`config.mk`:
```
export PLATFORM = sky130hd
export DESIGN_NAME = css_startup_sequencer
export DESIGN_NICKNAME = d
export VERILOG_FILES = /design/src/pkg/css_pkg.sv /design/src/css_startup_sequencer.sv
export VERILOG_INCLUDE_DIRS = /design/src /design/src/pkg
export SDC_FILE = /design/constraint.sdc
export NUM_CORES = 1
export LEC_CHECK = 0
export BUFFER_PORTS_ARGS = -buffer_cell sky130_fd_sc_hd__buf_2
export CAP_MARGIN = 30
export CORE_ASPECT_RATIO = 1.5
export CORE_MARGIN = 2
export CORE_UTILIZATION = 50
export CTS_BUF_LIST = sky130_fd_sc_hd__clkbuf_4 sky130_fd_sc_hd__clkbuf_8 sky130_fd_sc_hd__clkbuf_16
export DETAILED_ROUTE_END_ITERATION = 8
export HOLD_SLACK_MARGIN = 0.15
export PLACE_DENSITY = 0.78
export SLEW_MARGIN = 20
export SYNTH_ARGS = -nofsm -noshare
export SYNTH_HDL_FRONTEND = slang
export SYNTH_SLANG_ARGS = --single-unit
```
`constraint.sdc`:
```
create_clock -name clock -period 6.35 [get_ports clock]
set_clock_uncertainty 0.15 [all_clocks]
set_input_delay 0.635 -clock clock [delete_from_list [all_inputs] [get_ports clock]]
set_output_delay 0.635 -clock clock [all_outputs]
set_load 0.02 [all_outputs]
```
`src/pkg/css_defs.svh`:
```
// Purpose: Constants for the clock source start-up sequencer
// Assumes: Fuse values are held as stored bits, one meaning unprogrammed
// Notes:   Counts are in oscillator or watchdog-oscillator cycles
`ifndef CSS_DEFS_SVH
`define CSS_DEFS_SVH
`define CSS_CNT_W         17
`define CSS_CKSEL_RESET   4'h2
`define CSS_SUT_RESET     2'h2
`define CSS_DIVIDE_BY_EIGHT_OPTION_RESET  1'h0
`define CSS_TOUT_SHORT    17'h00200
`define CSS_TOUT_LONG     17'h02000
`define CSS_SU_EXT        17'h00006
`define CSS_SU_XTAL_SHORT 17'h00102
`define CSS_SU_XTAL_MID   17'h00400
`define CSS_SU_XTAL_LONG  17'h04000
`define CSS_SU_LF         17'h08000
`define CSS_SU_EXTRA      17'h0000e
`define CSS_DIV_LAST      3'h7
`endif

```
`src/pkg/css_pkg.sv`:
```
// Purpose: Types for the clock source start-up sequencer
// Assumes: Used with css_defs.svh
// Notes:   No constants here, only types
package css_pkg;
  typedef enum logic [2:0] {
    CSS_SRC_LP_XTAL  = 3'h0,
    CSS_SRC_FS_XTAL  = 3'h1,
    CSS_SRC_LF_XTAL  = 3'h2,
    CSS_SRC_RC_128K  = 3'h3,
    CSS_SRC_RC_CAL   = 3'h4,
    CSS_SRC_EXT      = 3'h5,
    CSS_SRC_RESERVED = 3'h6
  } css_src_e;
  typedef enum logic [2:0] {
    CSS_LOAD    = 3'h0,
    CSS_HOLD    = 3'h1,
    CSS_TIMEOUT = 3'h2,
    CSS_STARTUP = 3'h3,
    CSS_ALIGN   = 3'h4,
    CSS_RUN     = 3'h5,
    CSS_SLEEP   = 3'h6,
    CSS_WAKE    = 3'h7
  } css_state_e;
  typedef enum logic [1:0] {
    CSS_SLP_IDLE       = 2'h0,
    CSS_SLP_CONV_NOISE = 2'h1,
    CSS_SLP_POWER_SAVE = 2'h2,
    CSS_SLP_POWER_DOWN = 2'h3
  } css_sleep_e;
  typedef struct packed {
    logic [3:0] clock_source_select;
    logic [1:0] startup_time_select;
    logic       divide_by_eight_option;
  } css_fuse_s;
  typedef struct packed {
    logic core_clock;
    logic peripheral_clock;
    logic program_memory_clock;
    logic async_timer_clock;
    logic converter_clock;
  } css_clk_en_s;
endpackage

```
`src/css_startup_sequencer.sv`:
```
// Purpose: Clock source decode, reset time-out and start-up sequencing, clock domain gating
// Assumes: Oscillator and watchdog-oscillator cycles arrive as one-cycle ticks on clock
// Notes:   Clock domains leave as enables for the gating cells
`timescale 1ns/1ps
`include "css_defs.svh"
`default_nettype none
module css_startup_sequencer #(
  parameter logic [`CSS_CNT_W-1:0] TOUT_LONG_CYC = `CSS_TOUT_LONG,
  parameter logic [`CSS_CNT_W-1:0] SU_LONG_CYC   = `CSS_SU_XTAL_LONG,
  parameter logic [`CSS_CNT_W-1:0] SU_LF_CYC     = `CSS_SU_LF
) (
  input  wire logic                clock,
  input  wire logic                reset,
  input  wire css_pkg::css_fuse_s  fuse_word,
  input  wire logic                fuse_valid,
  input  wire logic                other_reset_active,
  input  wire logic                wdt_osc_tick,
  input  wire logic                osc_tick,
  input  wire logic                sleep_enter,
  input  wire css_pkg::css_sleep_e sleep_mode,
  input  wire logic                wake_event,
  input  wire logic                level_wake,
  input  wire logic                async_source_present,
  output logic                     internal_reset,
  output css_pkg::css_clk_en_s     clock_enables,
  output logic                     system_clock_tick,
  output logic                     level_irq,
  output logic                     config_error,
  output logic                     divide_active
);
  css_pkg::css_fuse_s     cfg_q,       cfg_d;
  css_pkg::css_state_e    state_q,     state_d;
  css_pkg::css_sleep_e    mode_q,      mode_d;
  logic [`CSS_CNT_W-1:0]  cnt_q,       cnt_d;
  logic [2:0]             div_q,       div_d;
  logic                   rst_q,       rst_d;
  css_pkg::css_clk_en_s   en_q,        en_d;
  logic                   tick_q,      tick_d;
  logic                   irq_q,       irq_d;
  logic                   err_q,       err_d;
  logic                   dive_q,      dive_d;
  css_pkg::css_src_e      src_kind;
  logic [`CSS_CNT_W-1:0]  timeout_cyc;
  logic [`CSS_CNT_W-1:0]  startup_cyc;
  logic [`CSS_CNT_W-1:0]  wake_cyc;
  logic                   div8_on;
  logic                   sys_tick_now;
  logic                   sleep_keeps_osc;

  // Fuse decode
  always_comb begin
    div8_on = ~cfg_q.divide_by_eight_option;
    unique casez (cfg_q.clock_source_select)
      4'b1???: src_kind = css_pkg::CSS_SRC_LP_XTAL;
      4'b011?: src_kind = css_pkg::CSS_SRC_FS_XTAL;
      4'b010?: src_kind = css_pkg::CSS_SRC_LF_XTAL;
      4'b0011: src_kind = css_pkg::CSS_SRC_RC_128K;
      4'b0010: src_kind = css_pkg::CSS_SRC_RC_CAL;
      4'b0000: src_kind = css_pkg::CSS_SRC_EXT;
      default: src_kind = css_pkg::CSS_SRC_RESERVED;
    endcase
    timeout_cyc = '0;
    startup_cyc = `CSS_SU_EXT;
    if (src_kind == css_pkg::CSS_SRC_LP_XTAL || src_kind == css_pkg::CSS_SRC_FS_XTAL) begin
      unique case ({cfg_q.clock_source_select[0], cfg_q.startup_time_select})
        3'h0: begin
          startup_cyc = `CSS_SU_XTAL_SHORT + `CSS_SU_EXTRA;
          timeout_cyc = `CSS_TOUT_SHORT;
        end
        3'h1: begin
          startup_cyc = `CSS_SU_XTAL_SHORT + `CSS_SU_EXTRA;
          timeout_cyc = TOUT_LONG_CYC;
        end
        3'h2: begin
          startup_cyc = `CSS_SU_XTAL_MID + `CSS_SU_EXTRA;
          timeout_cyc = '0;
        end
        3'h3: begin
          startup_cyc = `CSS_SU_XTAL_MID + `CSS_SU_EXTRA;
          timeout_cyc = `CSS_TOUT_SHORT;
        end
        3'h4: begin
          startup_cyc = `CSS_SU_XTAL_MID + `CSS_SU_EXTRA;
          timeout_cyc = TOUT_LONG_CYC;
        end
        3'h5: begin
          startup_cyc = SU_LONG_CYC + `CSS_SU_EXTRA;
          timeout_cyc = '0;
        end
        3'h6: begin
          startup_cyc = SU_LONG_CYC + `CSS_SU_EXTRA;
          timeout_cyc = `CSS_TOUT_SHORT;
        end
        3'h7: begin
          startup_cyc = SU_LONG_CYC + `CSS_SU_EXTRA;
          timeout_cyc = TOUT_LONG_CYC;
        end
      endcase
    end else begin
      if (src_kind == css_pkg::CSS_SRC_LF_XTAL || src_kind == css_pkg::CSS_SRC_RESERVED) begin
        startup_cyc = SU_LF_CYC;
      end
      unique case (cfg_q.startup_time_select)
        2'h0: timeout_cyc = '0;
        2'h1: timeout_cyc = `CSS_TOUT_SHORT;
        2'h2: timeout_cyc = TOUT_LONG_CYC;
        2'h3: timeout_cyc = TOUT_LONG_CYC;
      endcase
    end
    wake_cyc = startup_cyc;
    if (src_kind == css_pkg::CSS_SRC_LP_XTAL || src_kind == css_pkg::CSS_SRC_FS_XTAL) begin
      wake_cyc = startup_cyc - `CSS_SU_EXTRA;
    end
  end

  // System clock divider
  always_comb begin
    div_d = div_q;
    sys_tick_now = 1'b0;
    if (osc_tick) begin
      div_d = div_q + 3'h1;
      sys_tick_now = !div8_on || (div_q == `CSS_DIV_LAST);
    end
  end

  always_ff @(posedge clock) begin
    if (reset) begin
      div_q <= '0;
    end else begin
      div_q <= div_d;
    end
  end

  // Sequencer
  always_comb begin
    cfg_d = cfg_q;
    state_d = state_q;
    mode_d = mode_q;
    cnt_d = cnt_q;
    irq_d = 1'b0;
    unique case (state_q)
      css_pkg::CSS_LOAD: begin
        if (fuse_valid) begin
          cfg_d = fuse_word;
          state_d = css_pkg::CSS_HOLD;
        end
      end
      css_pkg::CSS_HOLD: begin
        if (!other_reset_active) begin
          if (timeout_cyc == '0) begin
            state_d = css_pkg::CSS_STARTUP;
            cnt_d = startup_cyc;
          end else begin
            state_d = css_pkg::CSS_TIMEOUT;
            cnt_d = timeout_cyc;
          end
        end
      end
      css_pkg::CSS_TIMEOUT: begin
        if (wdt_osc_tick) begin
          cnt_d = cnt_q - 1'b1;
          if (cnt_q == `CSS_CNT_W'(1)) begin
            state_d = css_pkg::CSS_STARTUP;
            cnt_d = startup_cyc;
          end
        end
      end
      css_pkg::CSS_STARTUP: begin
        if (osc_tick) begin
          cnt_d = cnt_q - 1'b1;
          if (cnt_q == `CSS_CNT_W'(1)) begin
            state_d = css_pkg::CSS_ALIGN;
          end
        end
      end
      css_pkg::CSS_ALIGN: begin
        if (sys_tick_now) begin
          state_d = css_pkg::CSS_RUN;
        end
      end
      css_pkg::CSS_RUN: begin
        if (sleep_enter) begin
          state_d = css_pkg::CSS_SLEEP;
          mode_d = sleep_mode;
        end
      end
      css_pkg::CSS_SLEEP: begin
        if (wake_event || level_wake) begin
          if (mode_q == css_pkg::CSS_SLP_POWER_SAVE || mode_q == css_pkg::CSS_SLP_POWER_DOWN) begin
            state_d = css_pkg::CSS_WAKE;
            cnt_d = wake_cyc;
          end else begin
            state_d = css_pkg::CSS_RUN;
            irq_d = level_wake;
          end
        end
      end
      css_pkg::CSS_WAKE: begin
        if (osc_tick) begin
          cnt_d = cnt_q - 1'b1;
          if (cnt_q == `CSS_CNT_W'(1)) begin
            state_d = css_pkg::CSS_RUN;
            irq_d = level_wake;
          end
        end
      end
    endcase
    if (other_reset_active && state_q != css_pkg::CSS_LOAD) begin
      state_d = css_pkg::CSS_HOLD;
      irq_d = 1'b0;
    end
  end

  // Outputs
  always_comb begin
    sleep_keeps_osc = (mode_d == css_pkg::CSS_SLP_IDLE) || (mode_d == css_pkg::CSS_SLP_CONV_NOISE);
    rst_d = (state_d != css_pkg::CSS_RUN) && (state_d != css_pkg::CSS_SLEEP) && (state_d != css_pkg::CSS_WAKE);
    en_d = '0;
    if (state_d == css_pkg::CSS_RUN) begin
      en_d.core_clock = 1'b1;
      en_d.peripheral_clock = 1'b1;
      en_d.converter_clock = 1'b1;
    end else if (state_d == css_pkg::CSS_SLEEP) begin
      en_d.peripheral_clock = (mode_d == css_pkg::CSS_SLP_IDLE);
      en_d.converter_clock = sleep_keeps_osc;
    end
    en_d.program_memory_clock = en_d.core_clock;
    en_d.async_timer_clock = async_source_present && (state_d == css_pkg::CSS_RUN ||
                             state_d == css_pkg::CSS_WAKE || (state_d == css_pkg::CSS_SLEEP &&
                             mode_d != css_pkg::CSS_SLP_POWER_DOWN));
    tick_d = sys_tick_now;
    err_d = (src_kind == css_pkg::CSS_SRC_RESERVED);
    dive_d = div8_on;
  end

  always_ff @(posedge clock) begin
    if (reset) begin
      cfg_q <= '{`CSS_CKSEL_RESET, `CSS_SUT_RESET, `CSS_DIVIDE_BY_EIGHT_OPTION_RESET};
      state_q <= css_pkg::CSS_LOAD;
      mode_q <= css_pkg::CSS_SLP_IDLE;
      cnt_q <= '0;
      rst_q <= 1'b1;
      en_q <= '0;
      tick_q <= 1'b0;
      irq_q <= 1'b0;
      err_q <= 1'b0;
      dive_q <= 1'b1;
    end else begin
      cfg_q <= cfg_d;
      state_q <= state_d;
      mode_q <= mode_d;
      cnt_q <= cnt_d;
      rst_q <= rst_d;
      en_q <= en_d;
      tick_q <= tick_d;
      irq_q <= irq_d;
      err_q <= err_d;
      dive_q <= dive_d;
    end
  end

  assign internal_reset = rst_q;
  assign clock_enables = en_q;
  assign system_clock_tick = tick_q;
  assign level_irq = irq_q;
  assign config_error = err_q;
  assign divide_active = dive_q;
endmodule
`default_nettype wire

```
Word-level counts from Yosys, hierarchy flattened
Memories as Yosys holds them, arrays and structs flattened. A register that Yosys moved wholly into a read port is not among the register bits.
Index checks and enable logic that the tools add are counted.
{"block": "op_classes", "n_addsub": 3, "eq_ne": 34, "n_mux": 44, "bitwise_logic": 1, "reduce_logical": 26}
{"op": "$mux W17", "count": 10}
{"op": "$pmux W17 S4", "count": 1}
{"op": "$pmux W17 S3", "count": 1}
{"op": "$mux W3", "count": 14}
{"op": "$eq A3 B3 Y1 const B", "count": 9}
{"op": "$pmux W3 S8", "count": 1}
{"op": "$pmux W3 S6", "count": 1}
{"op": "$eq A17 B1 Y1 const B", "count": 1}
{"op": "$logic_not A17 Y1", "count": 1}
{"op": "$sub A17 B1 Y17 const B", "count": 1}
{"op": "$sub A17 B4 Y17 const B", "count": 1}
{"op": "$mux W16", "count": 1}
{"op": "$eq A3 B2 Y1 const B", "count": 5}
{"op": "$mux W1", "count": 11}
{"op": "$ne A2 B2 Y1 const B", "count": 5}
{"op": "$ne A3 B3 Y1 const B", "count": 3}
{"op": "$eq A2 B2 Y1 const B", "count": 4}
{"op": "$eq A4 B2 Y1 const B", "count": 2}
{"op": "$logic_or A1 B1 Y1", "count": 8}
{"op": "$eq A3 B1 Y1 const B", "count": 2}
{"op": "$logic_not A3 Y1", "count": 2}
{"op": "$mux W2", "count": 3}
{"op": "$reduce_and A6 Y1", "count": 1}
{"op": "$reduce_or A2 Y1", "count": 3}
{"op": "other kinds (11)", "count": 17}
{"block": "word_totals", "register_bits": 41, "romBits": 72, "in_bits": 19, "output_inout_bits": 10, "word_cells": 125, "mem_count": 1}
{"memory": "(name not given)", "words": 8, "word_bits": 9, "rd": 1, "rd_clocked_by_memory_dff": 1, "wr": 0, "line": "css_startup_sequencer.sv:65", "source": "unique case ({cfg_q.clock_source_select[0], cfg_q.startup_time_select})"}

Longest topological paths before layout
{"block": "depth", "word_depth": 14, "depth_mapped": 10, "depth_no_buf": 9}

Worst setup path before layout
OpenSTA, ideal clock, no wires.
{"block": "synth_path", "path_type": "flip-flop to flip-flop", "start": "register state_q[1]", "end": "register with a tool-made name", "setup_time_ns": 0.121, "arrival_ns": 2.070, "required_ns": 6.079, "path_slack_ns": 4.010, "stages_incl_launch_ff": 10, "n_path_buf": 2, "synth_period_minus_slack_ns": 2.340, "cell_sequence": "dfxtp_1 -> clkbuf_8 -> or3_2 -> nor2_1 -> buf_6 -> mux2i_1 -> nor2_1 -> inv_1 -> ha_1 -> mux2_2"}
{"item": "start, declared", "line": "css_startup_sequencer.sv:32", "source": "css_pkg::css_state_e state_q, state_d;"}
{"item": "start signal, assigned", "line": "css_startup_sequencer.sv:239", "source": "state_q <= css_pkg::CSS_LOAD;"}
{"item": "start signal, assigned", "line": "css_startup_sequencer.sv:250", "source": "state_q <= state_d;"}

==> results.toml <==
[run_status]
status = "finished clean"

[placed_design]
place_area_sq_um = 2920
placed_cells = 423
dpl.hpwl_mm = 5.17
portBuffers = 28
place_congestion = 0.933

[synthesis]
ys_seq_area_share_pct = 33.5
synthAdderAreaFrac_pct = 5.80
synthMuxAreaShare_pct = 5.48
syn-cell-area_sq_um = 2810
synth_compound_area_share_pct = 20.3
synth_top_family_by_area = "simple AND/OR/NAND/NOR gates"
synth_simple_gate_area_share_pct = 25.1
syn-instance-count = 341
yosys_warnings = 0
yosys.cell_types.count = 69
synth_edf_count = 0
synth_seq_cells = 47
postSynthAreaPerCell_sq_um = 8.23
ys_async_sr_fraction_pct = 0
synth-xor-area-share_pct = 3.43
synth_flop_cell = "dfxtp_1"
syn_nets = 373

[run]
drv_cap = 0

[sta]
max_slew_margin_pct = 43.8
worst_slew_pin_slew_ns = 0.840
finalSetupViolCount = 0
layout_min_cycle_time_ns = 3.04
hold_violations = 0
drv_slew = 0
rsz0062_at_grt = "false"
fin_tns_setup_ns = 0
timing.fmax_mhz = 329
period_share_pct = 47.9

[finish]
drive_above_1_share_pct = 13.6
insertedDiodeCount = 0
multi_input_area_sq_um = 1690
register_area_sq_um = 941
design_area_sq_um = 3020
fin_nets = 392
nFillCells = 520
instances_no_fill = 430
final_cell_mix = "nor2_1, dfxtp_1, nand2_1, buf_2, a21oi_1"
syn_to_final_growth_pct = 7.71

[floorplan]
start_util_pct = 51.5
fp.dieW_microns = 65.2
dieArea_sq_um = 6240
num_io_pins = 29
rows = 33
core-area_sq_um = 5450
die_height_microns = 95.8

[clock_network]
ctsLongestPathBuffers = 2
cts_sinks = 47
clk_pin_slew_ns = 0.08
htreeDepth = 2
cts_buffers = 5
cts_resized = 0
post_cts_buffers = 0
cts_tree = "built"
cts_root_buf = "clkbuf_8"
clock_latency_ns = 0.32
holdBufCountCts = 0

[detailed_routing]
first_pass_iters = 4
first_iter_violations = 157
vias = 2618
postRouteAntennaNets = 0
drc_errors = 0
drt-total-wl_mm = 6.95
routedWlPerCell_microns = 16.2
viasPerCell = 6.09

[global_routing]
grt_use_total_pct = 23.6
grt_pass1_wl_mm = 11.5
grt_max_degree = 42
first_global_vias = 2541
antenna_found_initial = 0
grt-ovfl-total = 0

[worst_setup_path]
crit_type = "reg2reg"
cp_cell_sequence = "or3_2, nor2_1, nor2b_1, a211o_1, ha_1, mux2_2"
critPathTopFamily = "simple AND/OR/NAND/NOR gates"
cp.required_ns = 6.41
critPathMaxFanout = 21
critPathCaptureType = "register"
critPathArrivalTime_ns = 3.10
crit_path_top_delay_cell = "nor2_1"
worst_setup_path_start_kind = "register"
max_stage_delay_ns = 0.65
crit_buf_inv = 0

[power]
power_uw = 714
power_density_nw_per_um2 = 236
irDropWorstVdd_mv = 0.183
cellLeakagePower_uw = 0.00126

[worst_hold_path]
hold_path_class = "reg2reg"
per-layer routing:
metal	track usage, %	vias up	part of all wire (%)
li1	-	1269	-
met4	14.4	0	4.4
met3	3.86	25	5.4
met2	43.5	104	52
met1	24.6	1220	38
met5	0	-	0
logic make-up (layout without fill, tap and decap cells):
family                   count (synthesis)  after routing
buffers and inverters                   32             51
XOR/XNOR                                11             11
adder cells (fa/ha/maj)                 13             13
AND/OR/NAND/NOR                        139            139
flip-flops                              47             47
multiplexers                            15             15
AO/OA/AOI/OAI                           84             84
worst reg2reg max path, stage by stage, from the launching register on:
cell and delay [ns]:
dfxtp_1 0.52, or3_2 0.55, nor2_1 0.65, nor2b_1 0.14
a211o_1 0.34, ha_1 0.31, mux2_2 0.26
cell type report:
| type | instances | area share, % |
|---|---|---|
| Clock buffer | 5 | 2.28 |
| Clock inverter | 2 | 1.24 |
| Inverter | 16 | 1.99 |
| Multi-Input combinational cell | 262 | 55.8 |
| Sequential cell | 47 | 31.1 |
| Tap cell | 70 | 2.90 |
| Timing Repair Buffer | 28 | 4.64 |
stage by stage:
| stage | setup slack [ns] | utilization, % | hold slack, ns |
|---|---|---|---|
| 2_1_floorplan | 4.01 | - | 0.230 |
| 3_3_place_gp | 3.42 | 53.5 | 0.286 |
| 3_5_place_dp | 3.34 | 53.5 | 0.283 |
| 4_1_cts | 3.34 | 55.5 | 0.304 |
| 5_1_grt | 3.07 | 55.5 | 0.332 |
| 6_report | 3.31 | 55.5 | 0.305 |
synthesized netlist by cell type, types with 5 or more instances:
master    instances  share of area [%]
inv_1            16                2.1
mux2i_1          12                4.3
a21oi_1          22                3.9
a31oi_1           8                1.8
nor3_1           13                2.3
nand2_1          28                3.7
dfxtp_1          47                 34
ha_1             13                5.8
clkbuf_1          6               0.80
xor2_1            8                2.5
nand3_1          11                2.0
nor4_1            5                1.1
nor2_1           47                6.3
o21ai_0          15                2.7
path summary, 6_finish.rpt:
path | start | slack [ns] | depth (start not counted) | to
min | cfg_q[0] | 0.31 | 1 | divide_active
max reg2reg | state_q[1] | 3.31 | 6 | register
max | state_q[1] | 3.31 | 6 | register
min reg2reg | cfg_q[0] | 0.31 | 1 | divide_active
report_power, final:
group	internal, uW	total [uW]	switching, uW	leakage (uW)
clock network	115	221	106	0.0000502
registers	310	330	19.8	0.000383
logic	65.9	163	97.0	0.000826
total	492	714	223	0.00126
Power figures use the tool's default switching activity.
